==> src/fqt_regs.vh <==
// Constants for the flash extended query table block
// How it works
// - The three signature bytes 50h, 52h, 49h sit at the table base and the next two addresses.
// - The major version reads ASCII 31h and the minor version ASCII 34h right after the signature.
// - The 32-bit feature word is low byte first, reserved bits 11 to 29 are zero, bytes E6h, 01h.
// - Bit 31 of the feature word flags a further feature field; the host parses it only when set.
// - Feature bits show suspends, instant locking, protection, page and sync read only.
// - The fourth feature byte reads 40h on the first die of a stacked pair, else 00h.
// - The suspend functions byte reads 01h: program allowed during erase suspend.
// - The block status mask reads 03h then 00h: lock and lock-down status only.
// - The logic supply program voltage reads 18h in BCD volts and tenths.
// - The program supply voltage reads 90h, volts in hex and tenths in BCD.
// - The protection field count reads 02h; the host takes zero as 256 fields.
// - The first protection descriptor reads 80h, 00h, 03h, 03h.
// - The second descriptor reads 89h, zeros, user groups 10h and log2 group size 04h.
`ifndef FQT_REGS_VH
`define FQT_REGS_VH

// Bus widths
`define FQT_AW           12
`define FQT_IW           10

// Word indexes; byte address is four times the index
`define FQT_IDX_CTRL     10'h000
`define FQT_IDX_STAT     10'h001
`define FQT_IDX_FIRST    10'h10a
`define FQT_IDX_SIG0     10'h10a
`define FQT_IDX_SIG1     10'h10b
`define FQT_IDX_SIG2     10'h10c
`define FQT_IDX_MAJ      10'h10d
`define FQT_IDX_MIN      10'h10e
`define FQT_IDX_FEAT0    10'h10f
`define FQT_IDX_FEAT1    10'h110
`define FQT_IDX_FEAT2    10'h111
`define FQT_IDX_FEAT3    10'h112
`define FQT_IDX_SUSP     10'h113
`define FQT_IDX_BSM0     10'h114
`define FQT_IDX_BSM1     10'h115
`define FQT_IDX_VLOG     10'h116
`define FQT_IDX_VPROG    10'h117
`define FQT_IDX_PCNT     10'h118
`define FQT_IDX_PD1_0    10'h119
`define FQT_IDX_PD1_2    10'h11b
`define FQT_IDX_PD1_3    10'h11c
`define FQT_IDX_PD2_0    10'h11d
`define FQT_IDX_PD2_7    10'h124
`define FQT_IDX_PD2_9    10'h126
`define FQT_IDX_LAST     10'h126

// Table contents
`define FQT_V_SIG0       8'h50
`define FQT_V_SIG1       8'h52
`define FQT_V_SIG2       8'h49
`define FQT_V_MAJ        8'h31
`define FQT_V_MIN        8'h34
`define FQT_V_FEAT0      8'he6
`define FQT_V_FEAT1      8'h01
`define FQT_V_LINK       8'h40
`define FQT_V_SUSP       8'h01
`define FQT_V_BSM0       8'h03
`define FQT_V_VLOG       8'h18
`define FQT_V_VPROG      8'h90
`define FQT_V_PCNT       8'h02
`define FQT_V_PD1_0      8'h80
`define FQT_V_PD1_LOG    8'h03
`define FQT_V_PD2_0      8'h89
`define FQT_V_PD2_UGRP   8'h10
`define FQT_V_PD2_ULOG   8'h04
`define FQT_V_ZERO       8'h00

// Control and status fields
`define FQT_CTRL_STRICT  0
`define FQT_STAT_LINK    0
`define FQT_STAT_STACK   1
`define FQT_STAT_SECOND  2
`define FQT_STAT_CNT_LO  8
`define FQT_STAT_CNT_HI  15

// Answers
`define FQT_RESP_OKAY    2'h0
`define FQT_RESP_SLVERR  2'h2
`define FQT_RESP_DECERR  2'h3

`endif

==> src/fqt_query_table.v <==
// Flash extended query table behind an AXI4-Lite slave
//
// The AXI4-Lite interface to the registers was left to the implementer.
`timescale 1ns/1ps
`default_nettype none
`include "fqt_regs.vh"

module fqt_query_table (
   input  wire                mclk_in,
   input  wire                rst_in,
   // Die position straps from pins
   input  wire                stacked_pair_in,
   input  wire                second_die_in,
   // Write address channel
   input  wire                s_axi_awvalid_in,
   output wire                s_axi_awready_out,
   input  wire [`FQT_AW-1:0]  s_axi_awaddr_in,
   input  wire [2:0]          s_axi_awprot_in,
   // Write data channel
   input  wire                s_axi_wvalid_in,
   output wire                s_axi_wready_out,
   input  wire [31:0]         s_axi_wdata_in,
   input  wire [3:0]          s_axi_wstrb_in,
   // Write response channel
   output wire                s_axi_bvalid_out,
   input  wire                s_axi_bready_in,
   output wire [1:0]          s_axi_bresp_out,
   // Read address channel
   input  wire                s_axi_arvalid_in,
   output wire                s_axi_arready_out,
   input  wire [`FQT_AW-1:0]  s_axi_araddr_in,
   input  wire [2:0]          s_axi_arprot_in,
   // Read data channel
   output wire                s_axi_rvalid_out,
   input  wire                s_axi_rready_in,
   output wire [31:0]         s_axi_rdata_out,
   output wire [1:0]          s_axi_rresp_out
);

   // Fixed byte at a table index; link byte comes from die position
   function [7:0] fqt_byte;
      input [`FQT_IW-1:0] idx;
      input               link;
      begin
         case (idx)
            `FQT_IDX_SIG0:  fqt_byte = `FQT_V_SIG0;
            `FQT_IDX_SIG1:  fqt_byte = `FQT_V_SIG1;
            `FQT_IDX_SIG2:  fqt_byte = `FQT_V_SIG2;
            `FQT_IDX_MAJ:   fqt_byte = `FQT_V_MAJ;
            `FQT_IDX_MIN:   fqt_byte = `FQT_V_MIN;
            `FQT_IDX_FEAT0: fqt_byte = `FQT_V_FEAT0;
            `FQT_IDX_FEAT1: fqt_byte = `FQT_V_FEAT1;
            `FQT_IDX_FEAT2: fqt_byte = `FQT_V_ZERO;
            // Top bit stays clear: no further feature field follows
            `FQT_IDX_FEAT3: fqt_byte = link ? `FQT_V_LINK : `FQT_V_ZERO;
            `FQT_IDX_SUSP:  fqt_byte = `FQT_V_SUSP;
            `FQT_IDX_BSM0:  fqt_byte = `FQT_V_BSM0;
            `FQT_IDX_BSM1:  fqt_byte = `FQT_V_ZERO;
            `FQT_IDX_VLOG:  fqt_byte = `FQT_V_VLOG;
            `FQT_IDX_VPROG: fqt_byte = `FQT_V_VPROG;
            `FQT_IDX_PCNT:  fqt_byte = `FQT_V_PCNT;
            `FQT_IDX_PD1_0: fqt_byte = `FQT_V_PD1_0;
            `FQT_IDX_PD1_2: fqt_byte = `FQT_V_PD1_LOG;
            `FQT_IDX_PD1_3: fqt_byte = `FQT_V_PD1_LOG;
            `FQT_IDX_PD2_0: fqt_byte = `FQT_V_PD2_0;
            `FQT_IDX_PD2_7: fqt_byte = `FQT_V_PD2_UGRP;
            `FQT_IDX_PD2_9: fqt_byte = `FQT_V_PD2_ULOG;
            // Remaining table bytes are zero
            default:        fqt_byte = `FQT_V_ZERO;
         endcase
      end
   endfunction

   // True when an index falls inside the query table
   function in_table;
      input [`FQT_IW-1:0] idx;
      begin
         in_table = (idx >= `FQT_IDX_FIRST) && (idx <= `FQT_IDX_LAST);
      end
   endfunction

   // True when an index names a block register or table byte
   function is_mapped;
      input [`FQT_IW-1:0] idx;
      begin
         is_mapped = in_table(idx) || (idx == `FQT_IDX_CTRL) ||
                     (idx == `FQT_IDX_STAT);
      end
   endfunction

   // Strap synchronisers
   reg        stack_meta_reg;
   reg        stack_sync_reg;
   reg        second_meta_reg;
   reg        second_sync_reg;

   // Die position held from reset
   reg        stack_cfg_reg;
   reg        second_cfg_reg;

   // Control and status state
   reg        strict_reg;
   reg        strict_next;
   reg  [7:0] refused_cnt_reg;
   reg  [7:0] refused_cnt_next;

   // Write channel state
   reg                aw_held_reg;
   reg  [`FQT_IW-1:0] aw_idx_reg;
   reg                w_held_reg;
   reg  [31:0]        w_data_reg;
   reg  [3:0]         w_strb_reg;
   reg                bvalid_reg;
   reg  [1:0]         bresp_reg;
   reg  [1:0]         bresp_next;

   // Read channel state
   reg                rvalid_reg;
   reg  [31:0]        rdata_reg;
   reg  [31:0]        rdata_next;
   reg  [1:0]         rresp_reg;
   reg  [1:0]         rresp_next;

   wire               link_byte;
   wire               aw_take;
   wire               w_take;
   wire               ar_take;
   wire               wr_go;
   wire [`FQT_IW-1:0] ar_idx;
   wire [31:0]        status_word;

   // Pin straps pass two flip-flops
   always @(posedge mclk_in) begin
      stack_meta_reg  <= stacked_pair_in;
      stack_sync_reg  <= stack_meta_reg;
      second_meta_reg <= second_die_in;
      second_sync_reg <= second_meta_reg;
   end

   // Die position follows the straps only while reset is held
   always @(posedge mclk_in) begin
      if (rst_in) begin
         stack_cfg_reg  <= stack_sync_reg;
         second_cfg_reg <= second_sync_reg;
      end
   end

   // Link byte set only on the first die of a stacked pair
   assign link_byte = stack_cfg_reg & ~second_cfg_reg;

   // Status word shows die position and the count of writes to table bytes
   assign status_word = {16'h0000, refused_cnt_reg, 5'h00, second_cfg_reg,
                         stack_cfg_reg, link_byte};

   // Handshakes; each channel idles once its item is held
   assign aw_take = s_axi_awvalid_in & s_axi_awready_out;
   assign w_take  = s_axi_wvalid_in & s_axi_wready_out;
   assign ar_take = s_axi_arvalid_in & s_axi_arready_out;
   assign wr_go   = aw_held_reg & w_held_reg & ~bvalid_reg;
   assign ar_idx  = s_axi_araddr_in[`FQT_AW-1:2];

   assign s_axi_awready_out = ~aw_held_reg & ~bvalid_reg;
   assign s_axi_wready_out  = ~w_held_reg & ~bvalid_reg;
   assign s_axi_arready_out = ~rvalid_reg;

   // Answers come from flip-flops
   assign s_axi_bvalid_out = bvalid_reg;
   assign s_axi_bresp_out  = bresp_reg;
   assign s_axi_rvalid_out = rvalid_reg;
   assign s_axi_rdata_out  = rdata_reg;
   assign s_axi_rresp_out  = rresp_reg;

   // Write decode; table bytes never change
   always @* begin
      strict_next      = strict_reg;
      refused_cnt_next = refused_cnt_reg;
      bresp_next       = bresp_reg;
      if (wr_go) begin
         if (aw_idx_reg == `FQT_IDX_CTRL) begin
            bresp_next = `FQT_RESP_OKAY;
            if (w_strb_reg[0]) begin
               strict_next = w_data_reg[`FQT_CTRL_STRICT];
            end
         end else if (in_table(aw_idx_reg)) begin
            // Write dropped; value kept, attempt counted
            refused_cnt_next = refused_cnt_reg + 8'h01;
            bresp_next = strict_reg ? `FQT_RESP_SLVERR : `FQT_RESP_OKAY;
         end else if (aw_idx_reg == `FQT_IDX_STAT) begin
            bresp_next = strict_reg ? `FQT_RESP_SLVERR : `FQT_RESP_OKAY;
         end else begin
            bresp_next = `FQT_RESP_DECERR;
         end
      end
   end

   // Write address and data taken in either order
   always @(posedge mclk_in) begin
      if (rst_in) begin
         aw_held_reg <= 1'b0;
         aw_idx_reg  <= {`FQT_IW{1'b0}};
         w_held_reg  <= 1'b0;
         w_data_reg  <= 32'h00000000;
         w_strb_reg  <= 4'h0;
      end else begin
         if (aw_take) begin
            aw_held_reg <= 1'b1;
            aw_idx_reg  <= s_axi_awaddr_in[`FQT_AW-1:2];
         end else if (wr_go) begin
            aw_held_reg <= 1'b0;
         end
         if (w_take) begin
            w_held_reg <= 1'b1;
            w_data_reg <= s_axi_wdata_in;
            w_strb_reg <= s_axi_wstrb_in;
         end else if (wr_go) begin
            w_held_reg <= 1'b0;
         end
      end
   end

   // Write response and control state
   always @(posedge mclk_in) begin
      if (rst_in) begin
         bvalid_reg      <= 1'b0;
         bresp_reg       <= `FQT_RESP_OKAY;
         strict_reg      <= 1'b0;
         refused_cnt_reg <= 8'h00;
      end else begin
         strict_reg      <= strict_next;
         refused_cnt_reg <= refused_cnt_next;
         bresp_reg       <= bresp_next;
         if (wr_go) begin
            bvalid_reg <= 1'b1;
         end else if (s_axi_bready_in) begin
            bvalid_reg <= 1'b0;
         end
      end
   end

   // Read decode
   always @* begin
      rdata_next = 32'h00000000;
      rresp_next = `FQT_RESP_OKAY;
      if (!is_mapped(ar_idx)) begin
         rresp_next = `FQT_RESP_DECERR;
      end else if (ar_idx == `FQT_IDX_CTRL) begin
         rdata_next[`FQT_CTRL_STRICT] = strict_reg;
      end else if (ar_idx == `FQT_IDX_STAT) begin
         rdata_next = status_word;
      end else begin
         // One query byte per word, upper bits zero
         rdata_next[7:0] = fqt_byte(ar_idx, link_byte);
      end
   end

   // Read response held until taken
   always @(posedge mclk_in) begin
      if (rst_in) begin
         rvalid_reg <= 1'b0;
         rdata_reg  <= 32'h00000000;
         rresp_reg  <= `FQT_RESP_OKAY;
      end else if (ar_take) begin
         rvalid_reg <= 1'b1;
         rdata_reg  <= rdata_next;
         rresp_reg  <= rresp_next;
      end else if (s_axi_rready_in) begin
         rvalid_reg <= 1'b0;
      end
   end

endmodule
`default_nettype wire

==> config.mk <==
export PLATFORM = sky130hd
export DESIGN_NAME = fqt_query_table
export DESIGN_NICKNAME = d
export VERILOG_FILES = /design/src/fqt_query_table.v
export VERILOG_INCLUDE_DIRS = /design/src
export SDC_FILE = /design/constraint.sdc
export NUM_CORES = 1
export LEC_CHECK = 0
export BUFFER_PORTS_ARGS = -buffer_cell sky130_fd_sc_hd__buf_2
export CORE_ASPECT_RATIO = 1.25
export CORE_MARGIN = 2
export CORE_UTILIZATION = 25
export DETAILED_ROUTE_END_ITERATION = 8
export SLEW_MARGIN = 10
export SYNTH_ARGS = -nofsm -noshare
export SYNTH_HDL_FRONTEND = slang
export SYNTH_SLANG_ARGS = --single-unit
==> constraint.sdc <==
create_clock -name mclk_in -period 3.5 [get_ports mclk_in]
set_input_delay 0.7 -clock mclk_in [delete_from_list [all_inputs] [get_ports mclk_in]]
set_output_delay 0.7 -clock mclk_in [all_outputs]
set_load 0.05 [all_outputs]
==> out/results.md, run 1 <==
| Item | This run | Unit |
|:---|:---|:---|
| Status | completed | - |
| Switching power share of the total | 0.286 | - |
| Clock Tree Buf Depth | 2 | - |
| Count of standard-cell rows | 40 | - |
| Worst slack at placement | 1.03 | ns |
| Transition at the pin with the smallest max-transition slack | 0.709 | ns |
| Total Wirelength | 5500 | µm |
| Power share of the sequential group | 0.465 | - |
| Max reg flops | 16 | - |
| Maximum number of pins on one net before global-route repair | 23 | - |
| All-Layer GR Usage | 0.108 | - |
| Finish-stage setup viols | 0 | - |
| Worst endpoint required time | 3.72 | ns |
| Area growth, synth to finish | 18.7 | % |
| MaxCap Viol Count | 0 | - |
| Clock Tree Root | clkbuf_16 | - |
| Async set-or-reset flop fraction in the synthesized netlist | 0 | - |
| Max Transition Viols Final | 0 | - |
| Internal power contribution | 0.000931 | W |
| Critical hold path startpoint | second_meta_reg$_DFF_P_ | - |
| Final count of hold timing violations | 0 | - |
| Leakage | 1.16 | nW |
| Initial antenna violation count | 0 | - |
| Netlist cell types | 55 | - |
| DRT iter0 DRCs | 69 | - |
| Remaining antenna violation count | 0 | - |
| Number of standard cells after synthesis | 305 | - |
| Largest vdd supply drop | 0.183 | mV |
| GRT met1 Usage | 0.126 | - |
| Hold Path Class | flop to flop | - |
| Cell area after synthesis | 2480 | µm² |
| Number of cells in the finished layout apart from fillers | 477 | - |
| First-pass GRT wire length | 9530 | µm |
| Chip Width | 93.0 | µm |
| Number of top-level design ports | 116 | - |
| Die height | 115 | µm |
| Reg clk slew, reported paths | 0.07 | ns |
| Total clock buffers created by CTS | 5 | - |
| Net switching power | 0.000373 | W |
| Diodes inserted | 0 | - |
| Shortest period the worst path allows | 2.20 | ns |
| Effective utilization at floorplan | 0.258 | - |
| Number of H-tree branching levels | 2 | - |
| RD Place Congestion | 0.845 | - |
| Cell count after placement | 469 | - |
| Routed length per instance | 11.5 | µm |
| Met2 GRT Util | 0.198 | - |
| Sum of negative setup slack | 0 | ns |
| Met3 demand-to-capacity share in global routing | 0.0229 | - |
| Worst slew slack as a fraction of its limit | 0.526 | - |
| Highest Clock Rate | 0.455 | GHz |
| Resized Gates After CTS | 0 | - |
| Synth Register Bits | 50 | - |
| Share of the yosys chip area belonging to registers | 0.412 | - |
| Largest fanout on the critical path | 12 | - |
| Crit start category | primary input | - |
| Comb pwr share | 0.153 | - |
| CTS tree | yes | - |
| Arr. time, crit path | 2.42 | ns |
| Number of remaining DRC errors | 0 | - |
| Overall die area | 10,700 | µm² |
| HPWL after detailed placement | 4130 | µm |
| Clock latency of the later-clocked register in the worst-skew pair | 0.28 | ns |
| Via count of the first global-routing pass | 2,086 | - |
| Source of the critical timing path | s_axi_araddr_in[5] | - |
| Skew final | 0.00539 | ns |
| Post-route setup slack | 1.30 | ns |
| Type of the worst setup path | primary input to flop | - |
| Layout cells sized above 1 | 0.217 | - |
| Total vias in the final route | 2,205 | - |
| Core footprint | 9610 | µm² |
| Critical Path Sink Type | flop | - |
| Filler Cells Inserted | 1,052 | - |
| Post-Syn Area per Cell | 8.12 | µm² |
| Via-to-Cell Ratio | 4.62 | - |
| Ys flop type | dfxtp_1 | - |
| Total of buffers placed on input and output ports | 55 | - |
| Post-CTS Repair Setup Buffers | 0 | - |
| Clock share of power | 0.382 | - |
| Setup repair after global routing missed its margin | no | - |
| Post-cts hold buffer count | 0 | - |
| Global-route congestion overflow total | 0 | - |
| Gr busiest metal | met2 | - |
| Number of clock sinks | 50 | - |
| Number of enable flip-flop cells after synthesis | 2 | - |
| Power per standard cell area | 443 | nW/µm² |
| Final net count | 426 | - |
| Source of the worst register-to-register timing path | s_axi_bvalid_out$_SDFFE_PP0P_ | - |
| Share of the clock period used by the worst path | 0.628 | - |
| Synth warn | 0 | - |
| First-pass iteration count of the detailed router | 4 | - |
## layer usage
| metal | wire, µm | vias to the layer above |
|---|---|---|
| met4 | 16 | 0 |
| met2 | 2760 | 72 |
| met5 | 0 | - |
| met1 | 2450 | 1001 |
| met3 | 272 | 2 |
| li1 | - | 1130 |
## worst max-delay path, stage by stage
cell     delay [ns]
buf_2          0.17
or4_4          0.52
nor4b_4        0.67
a31oi_2        0.07
o21ai_2        0.10
a32o_2         0.19
## metrics by stage
step,power [W],util,hold WS [ns],area [µm²]
2_1_floorplan,0.000786,-,0.310,2530
3_3_place_gp,0.000816,0.290,0.314,2790
3_5_place_dp,0.000820,0.290,0.312,2790
4_1_cts,0.00133,0.306,0.329,2940
5_1_grt,0.00137,0.306,0.340,2940
6_report,0.00130,0.306,0.328,2940
## cells by family after synthesis
logic type	after synthesis	share of synthesized area
AND/OR/NAND/NOR	138	0.293
AO/OA/AOI/OAI	66	0.170
multiplexers	1	0.00404
adder cells (fa/ha/maj)	1	0.00505
flip-flops	50	0.412
buffers and inverters	41	0.0894
XOR/XNOR	7	0.0248
other	1	0.00151
## cells in the mapped netlist (2+ instances only)
cell type,count,area share
a21oi_1,32,0.065
a31oi_1,2,0.0051
and2_1,2,0.0051
and4b_1,2,0.0081
buf_1,3,0.0045
buf_2,3,0.0061
buf_4,17,0.052
clkbuf_1,11,0.017
dfxtp_1,48,0.39
edfxtp_1,2,0.024
inv_1,7,0.011
nand2_1,51,0.077
nand2b_1,6,0.015
nand3_1,16,0.032
nand4_1,3,0.0076
nand4b_1,3,0.011
nor2_1,23,0.035
nor2b_1,4,0.010
nor3_1,6,0.012
nor4_1,6,0.015
nor4bb_1,2,0.0081
o21ai_0,10,0.020
o2bb2ai_1,3,0.011
o31ai_1,3,0.0091
o41ai_1,2,0.0071
or3_1,2,0.0051
or4_4,2,0.0091
xnor2_1,7,0.025
## final timing paths
path                                endpoint  slack, ns  cells past startpoint
min                  second_sync_reg$_DFF_P_       0.33                      0
min reg2reg          second_sync_reg$_DFF_P_       0.33                      0
max          s_axi_rdata_out[1]$_SDFFE_PP0P_       1.30                      6
max reg2reg  refused_cnt_reg[6]$_SDFFE_PP0P_       1.70                      5
## placed cells by master, fill, tap and decap left out, types with 4 or more instances in the layout
cell	instances
buf_2	55
nand2_1	51
dfxtp_1	48
a21oi_1	32
nor2_1	23
nand3_1	16
conb_1	16
o21ai_0	10
inv_1	7
xnor2_1	7
nor3_1	6
nor4_1	6
nand2b_1	6
clkbuf_16	5
nor2b_1	4
## power groups by stage
stage          clock (W)  sequential [W]  combinational [W]
2_1_floorplan          0        0.000631           0.000156
3_3_place_gp           0        0.000619           0.000197
3_5_place_dp           0        0.000620           0.000200
4_1_cts         0.000520        0.000607           0.000200
5_1_grt         0.000546        0.000610           0.000219
6_report        0.000498        0.000607           0.000199
## cell type report
cell class                 count  area [µm²]  share of cell area
sequential                    50        1020               0.347
clock buffer                   6         139              0.0472
timing repair buffer          57         290              0.0987
clock inverter                 2        16.3             0.00553
tap                          126         158              0.0536
multi-input combinational    229        1290               0.439
inverter                       7        26.3             0.00894
Note: power is estimated with default switching activity, not from simulation.
==> run 2: changes to the inputs <==
- clock period: 3.5 -> 1.83 ns (I/O delays scaled with it)
==> run 2 against run 1 <==
  * Sequential power rose by 91%
  * Register-to-register slack got worse by 1.6 ns
  * Critical path depth fell by 1
  * Via count rose by 0.23%
  * Total power rose by 100%
  * Setup slack got worse by 1.2 ns
  * Clock skew fell by 0.0016 ns
  * Clock power rose by 110%
  * Hold slack got worse by 0.15 ns
  * Design area rose by 4.0%
  * Largest power group unchanged
==> out/results.md, run 2 (synthesis results as in run 1) <==
| Item | This run | Unit | Change |
|:---|:---|:---|:---|
| Status | completed | - |  |
| Type of the worst setup path | flop to flop | - |  |
| Overall Power | 0.00263 | W | +100% |
| Largest fanout on the critical path | 3 | - | -9 |
| Diodes inserted | 0 | - | unchanged |
| CTS tree | yes | - |  |
| Via count of the first global-routing pass | 2,178 | - | +4.4% |
| Post-cts hold buffer count | 0 | - | unchanged |
| Hold path depth | 1 | - | +1 |
| Highest-count cells in the layout ignoring fill and taps | 55 x buf_2, 51 x nand2_1, 48 x dfxtp_1, 32 x a21oi_1, 22 x nor2_1 | - |  |
| DRT iter0 DRCs | 146 | - | +110% |
| Reg clk slew, reported paths | 0.06 | ns | about the same |
| Utilization after layout | 0.318 | - | +0.0121 |
| Largest vdd supply drop | 0.382 | mV | +110% |
| Maximum number of pins on one net before global-route repair | 33 | - | +43% |
| Total clock buffers created by CTS | 5 | - | unchanged |
| Clock Tree Root | clkbuf_16 | - |  |
| Global-route congestion overflow total | 0 | - | unchanged |
| Worst endpoint required time | 2.00 | ns | -1.72 ns |
| CP max stage cell | or4b_4 | - |  |
| Most common cell after layout, fill and taps aside | buf_2 | - |  |
| Max reg flops | 16 | - | unchanged |
| Share of the clock period used by the worst path | 0.960 | - |  |
| Number of clock sinks | 50 | - | unchanged |
| Crit start category | flop | - |  |
| Post-route setup slack | 0.0738 | ns | -1.23 ns |
| Chip Width | 93.0 | µm | unchanged |
| Total of buffers placed on input and output ports | 55 | - | unchanged |
| Shortest period the worst path allows | 1.76 | ns |  |
| Sum of negative setup slack | 0 | ns | unchanged |
| Final net count | 438 | - | +2.8% |
| Cell area after layout | 3060 | µm² | +4.0% |
| Clock latency of the later-clocked register in the worst-skew pair | 0.28 | ns | about the same |
| Finish-stage setup viols | 0 | - | unchanged |
| Instance area at placement | 2880 | µm² | +3.3% |
| Cell chain of the critical path | or2_1 -> or4b_4 -> nor4_2 -> mux2i_1 -> nor2_1 | - |  |
| Via-to-Cell Ratio | 4.52 | - | -2.2% |
| Number of top-level design ports | 116 | - | unchanged |
| Clock Tree Buf Depth | 2 | - | unchanged |
| Power per standard cell area | 862 | nW/µm² | +94% |
| Final count of hold timing violations | 0 | - | unchanged |
| Skew final | 0.00378 | ns | -0.00162 ns |
| Number of remaining DRC errors | 0 | - | unchanged |
| Leakage | 1.23 | nW | +6.0% |
| MaxCap Viol Count | 0 | - | unchanged |
| Layout cells sized above 1 | 0.245 | - | +0.0287 |
| Area growth, synth to finish | 23.4 | % |  |
| Highest Clock Rate | 0.569 | GHz |  |
| HPWL after detailed placement | 4270 | µm | +3.4% |
| All-Layer GR Usage | 0.112 | - | +0.00423 |
| Die height | 115 | µm | unchanged |
| Post-CTS Repair Setup Buffers | 0 | - | unchanged |
| Initial antenna violation count | 0 | - | unchanged |
| Routed length per instance | 11.5 | µm | -0.33% |
| Number of cell instances on the worst register-to-register path | 5 | - | unchanged |
| Worst slack at placement | -0.0954 | ns | -1.13 ns |
| RD Place Congestion | 0.850 | - | +0.57% |
| Arr. time, crit path | 1.92 | ns | -0.50 ns |
| Remaining antenna violation count | 0 | - | unchanged |
| Effective utilization at floorplan | 0.258 | - | unchanged |
| Core footprint | 9610 | µm² | unchanged |
| Setup repair after global routing missed its margin | no | - |  |
| Resized Gates After CTS | 0 | - | unchanged |
| Crit path largest cell delay | 0.52 | ns | -0.15 ns |
| Max Transition Viols Final | 0 | - | unchanged |
| Hold Path Class | primary input to flop | - |  |
| Critical Path Sink Type | flop | - |  |
| Overall die area | 10,700 | µm² | unchanged |
| Count of standard-cell rows | 40 | - | unchanged |
| Number of H-tree branching levels | 2 | - | unchanged |
| Total vias in the final route | 2,210 | - | +0.23% |
| Total Wirelength | 5620 | µm | +2.2% |
| First-pass GRT wire length | 9800 | µm | +2.9% |
| First-pass iteration count of the detailed router | 4 | - | unchanged |
-- run 2: worst paths after layout --
kind	startpoint	to	slack, ns
min reg2reg	second_meta_reg$_DFF_P_	second_sync_reg$_DFF_P_	0.33
min	stacked_pair_in	stack_meta_reg$_DFF_P_	0.18
max	aw_idx_reg[1]$_SDFFE_PP0P_	strict_reg$_SDFFE_PP0P_	0.07
max reg2reg	aw_idx_reg[1]$_SDFFE_PP0P_	strict_reg$_SDFFE_PP0P_	0.07
-- run 2: report_power, final --
part	switching, W	total, W	internal (W)
clock network	0.000387	0.00107	0.000683
logic	0.000284	0.000402	0.000119
registers	0.0000292	0.00116	0.00113
total	0.000700	0.00263	0.00193
-- run 2: layout make-up --
cell class                 instances  area (µm²)
clock buffer                       7         143
inverter                           7        26.3
sequential                        50        1020
fill                            1033        6550
timing repair buffer              69         380
clock inverter                     1        30.0
tap                              126         158
multi-input combinational        229        1300
-- run 2: worst max-delay path, delay by kind of cell, from the launching register on --
family | cells | cell delay, ns
and+or+nand+nor | 4 | 1.10
DFF | 1 | 0.32
muxes | 1 | 0.21
-- run 2: per-stage QoR --
step | hold WS [ns] | cells
global route | 0.170 | 489
detailed placement | 0.315 | 481
finish | 0.182 | 489
global placement | 0.314 | 481
floorplan | 0.310 | 320
CTS | 0.176 | 489
-- run 2: routing by layer --
layer | global-route usage | vias to the layer above | share of wire
li1 | - | 1154 | -
met1 | 0.132 | 995 | 0.43
met2 | 0.199 | 59 | 0.52
met3 | 0.0256 | 2 | 0.046
met4 | 0.0402 | 0 | 0.0041
met5 | 0 | - | 0
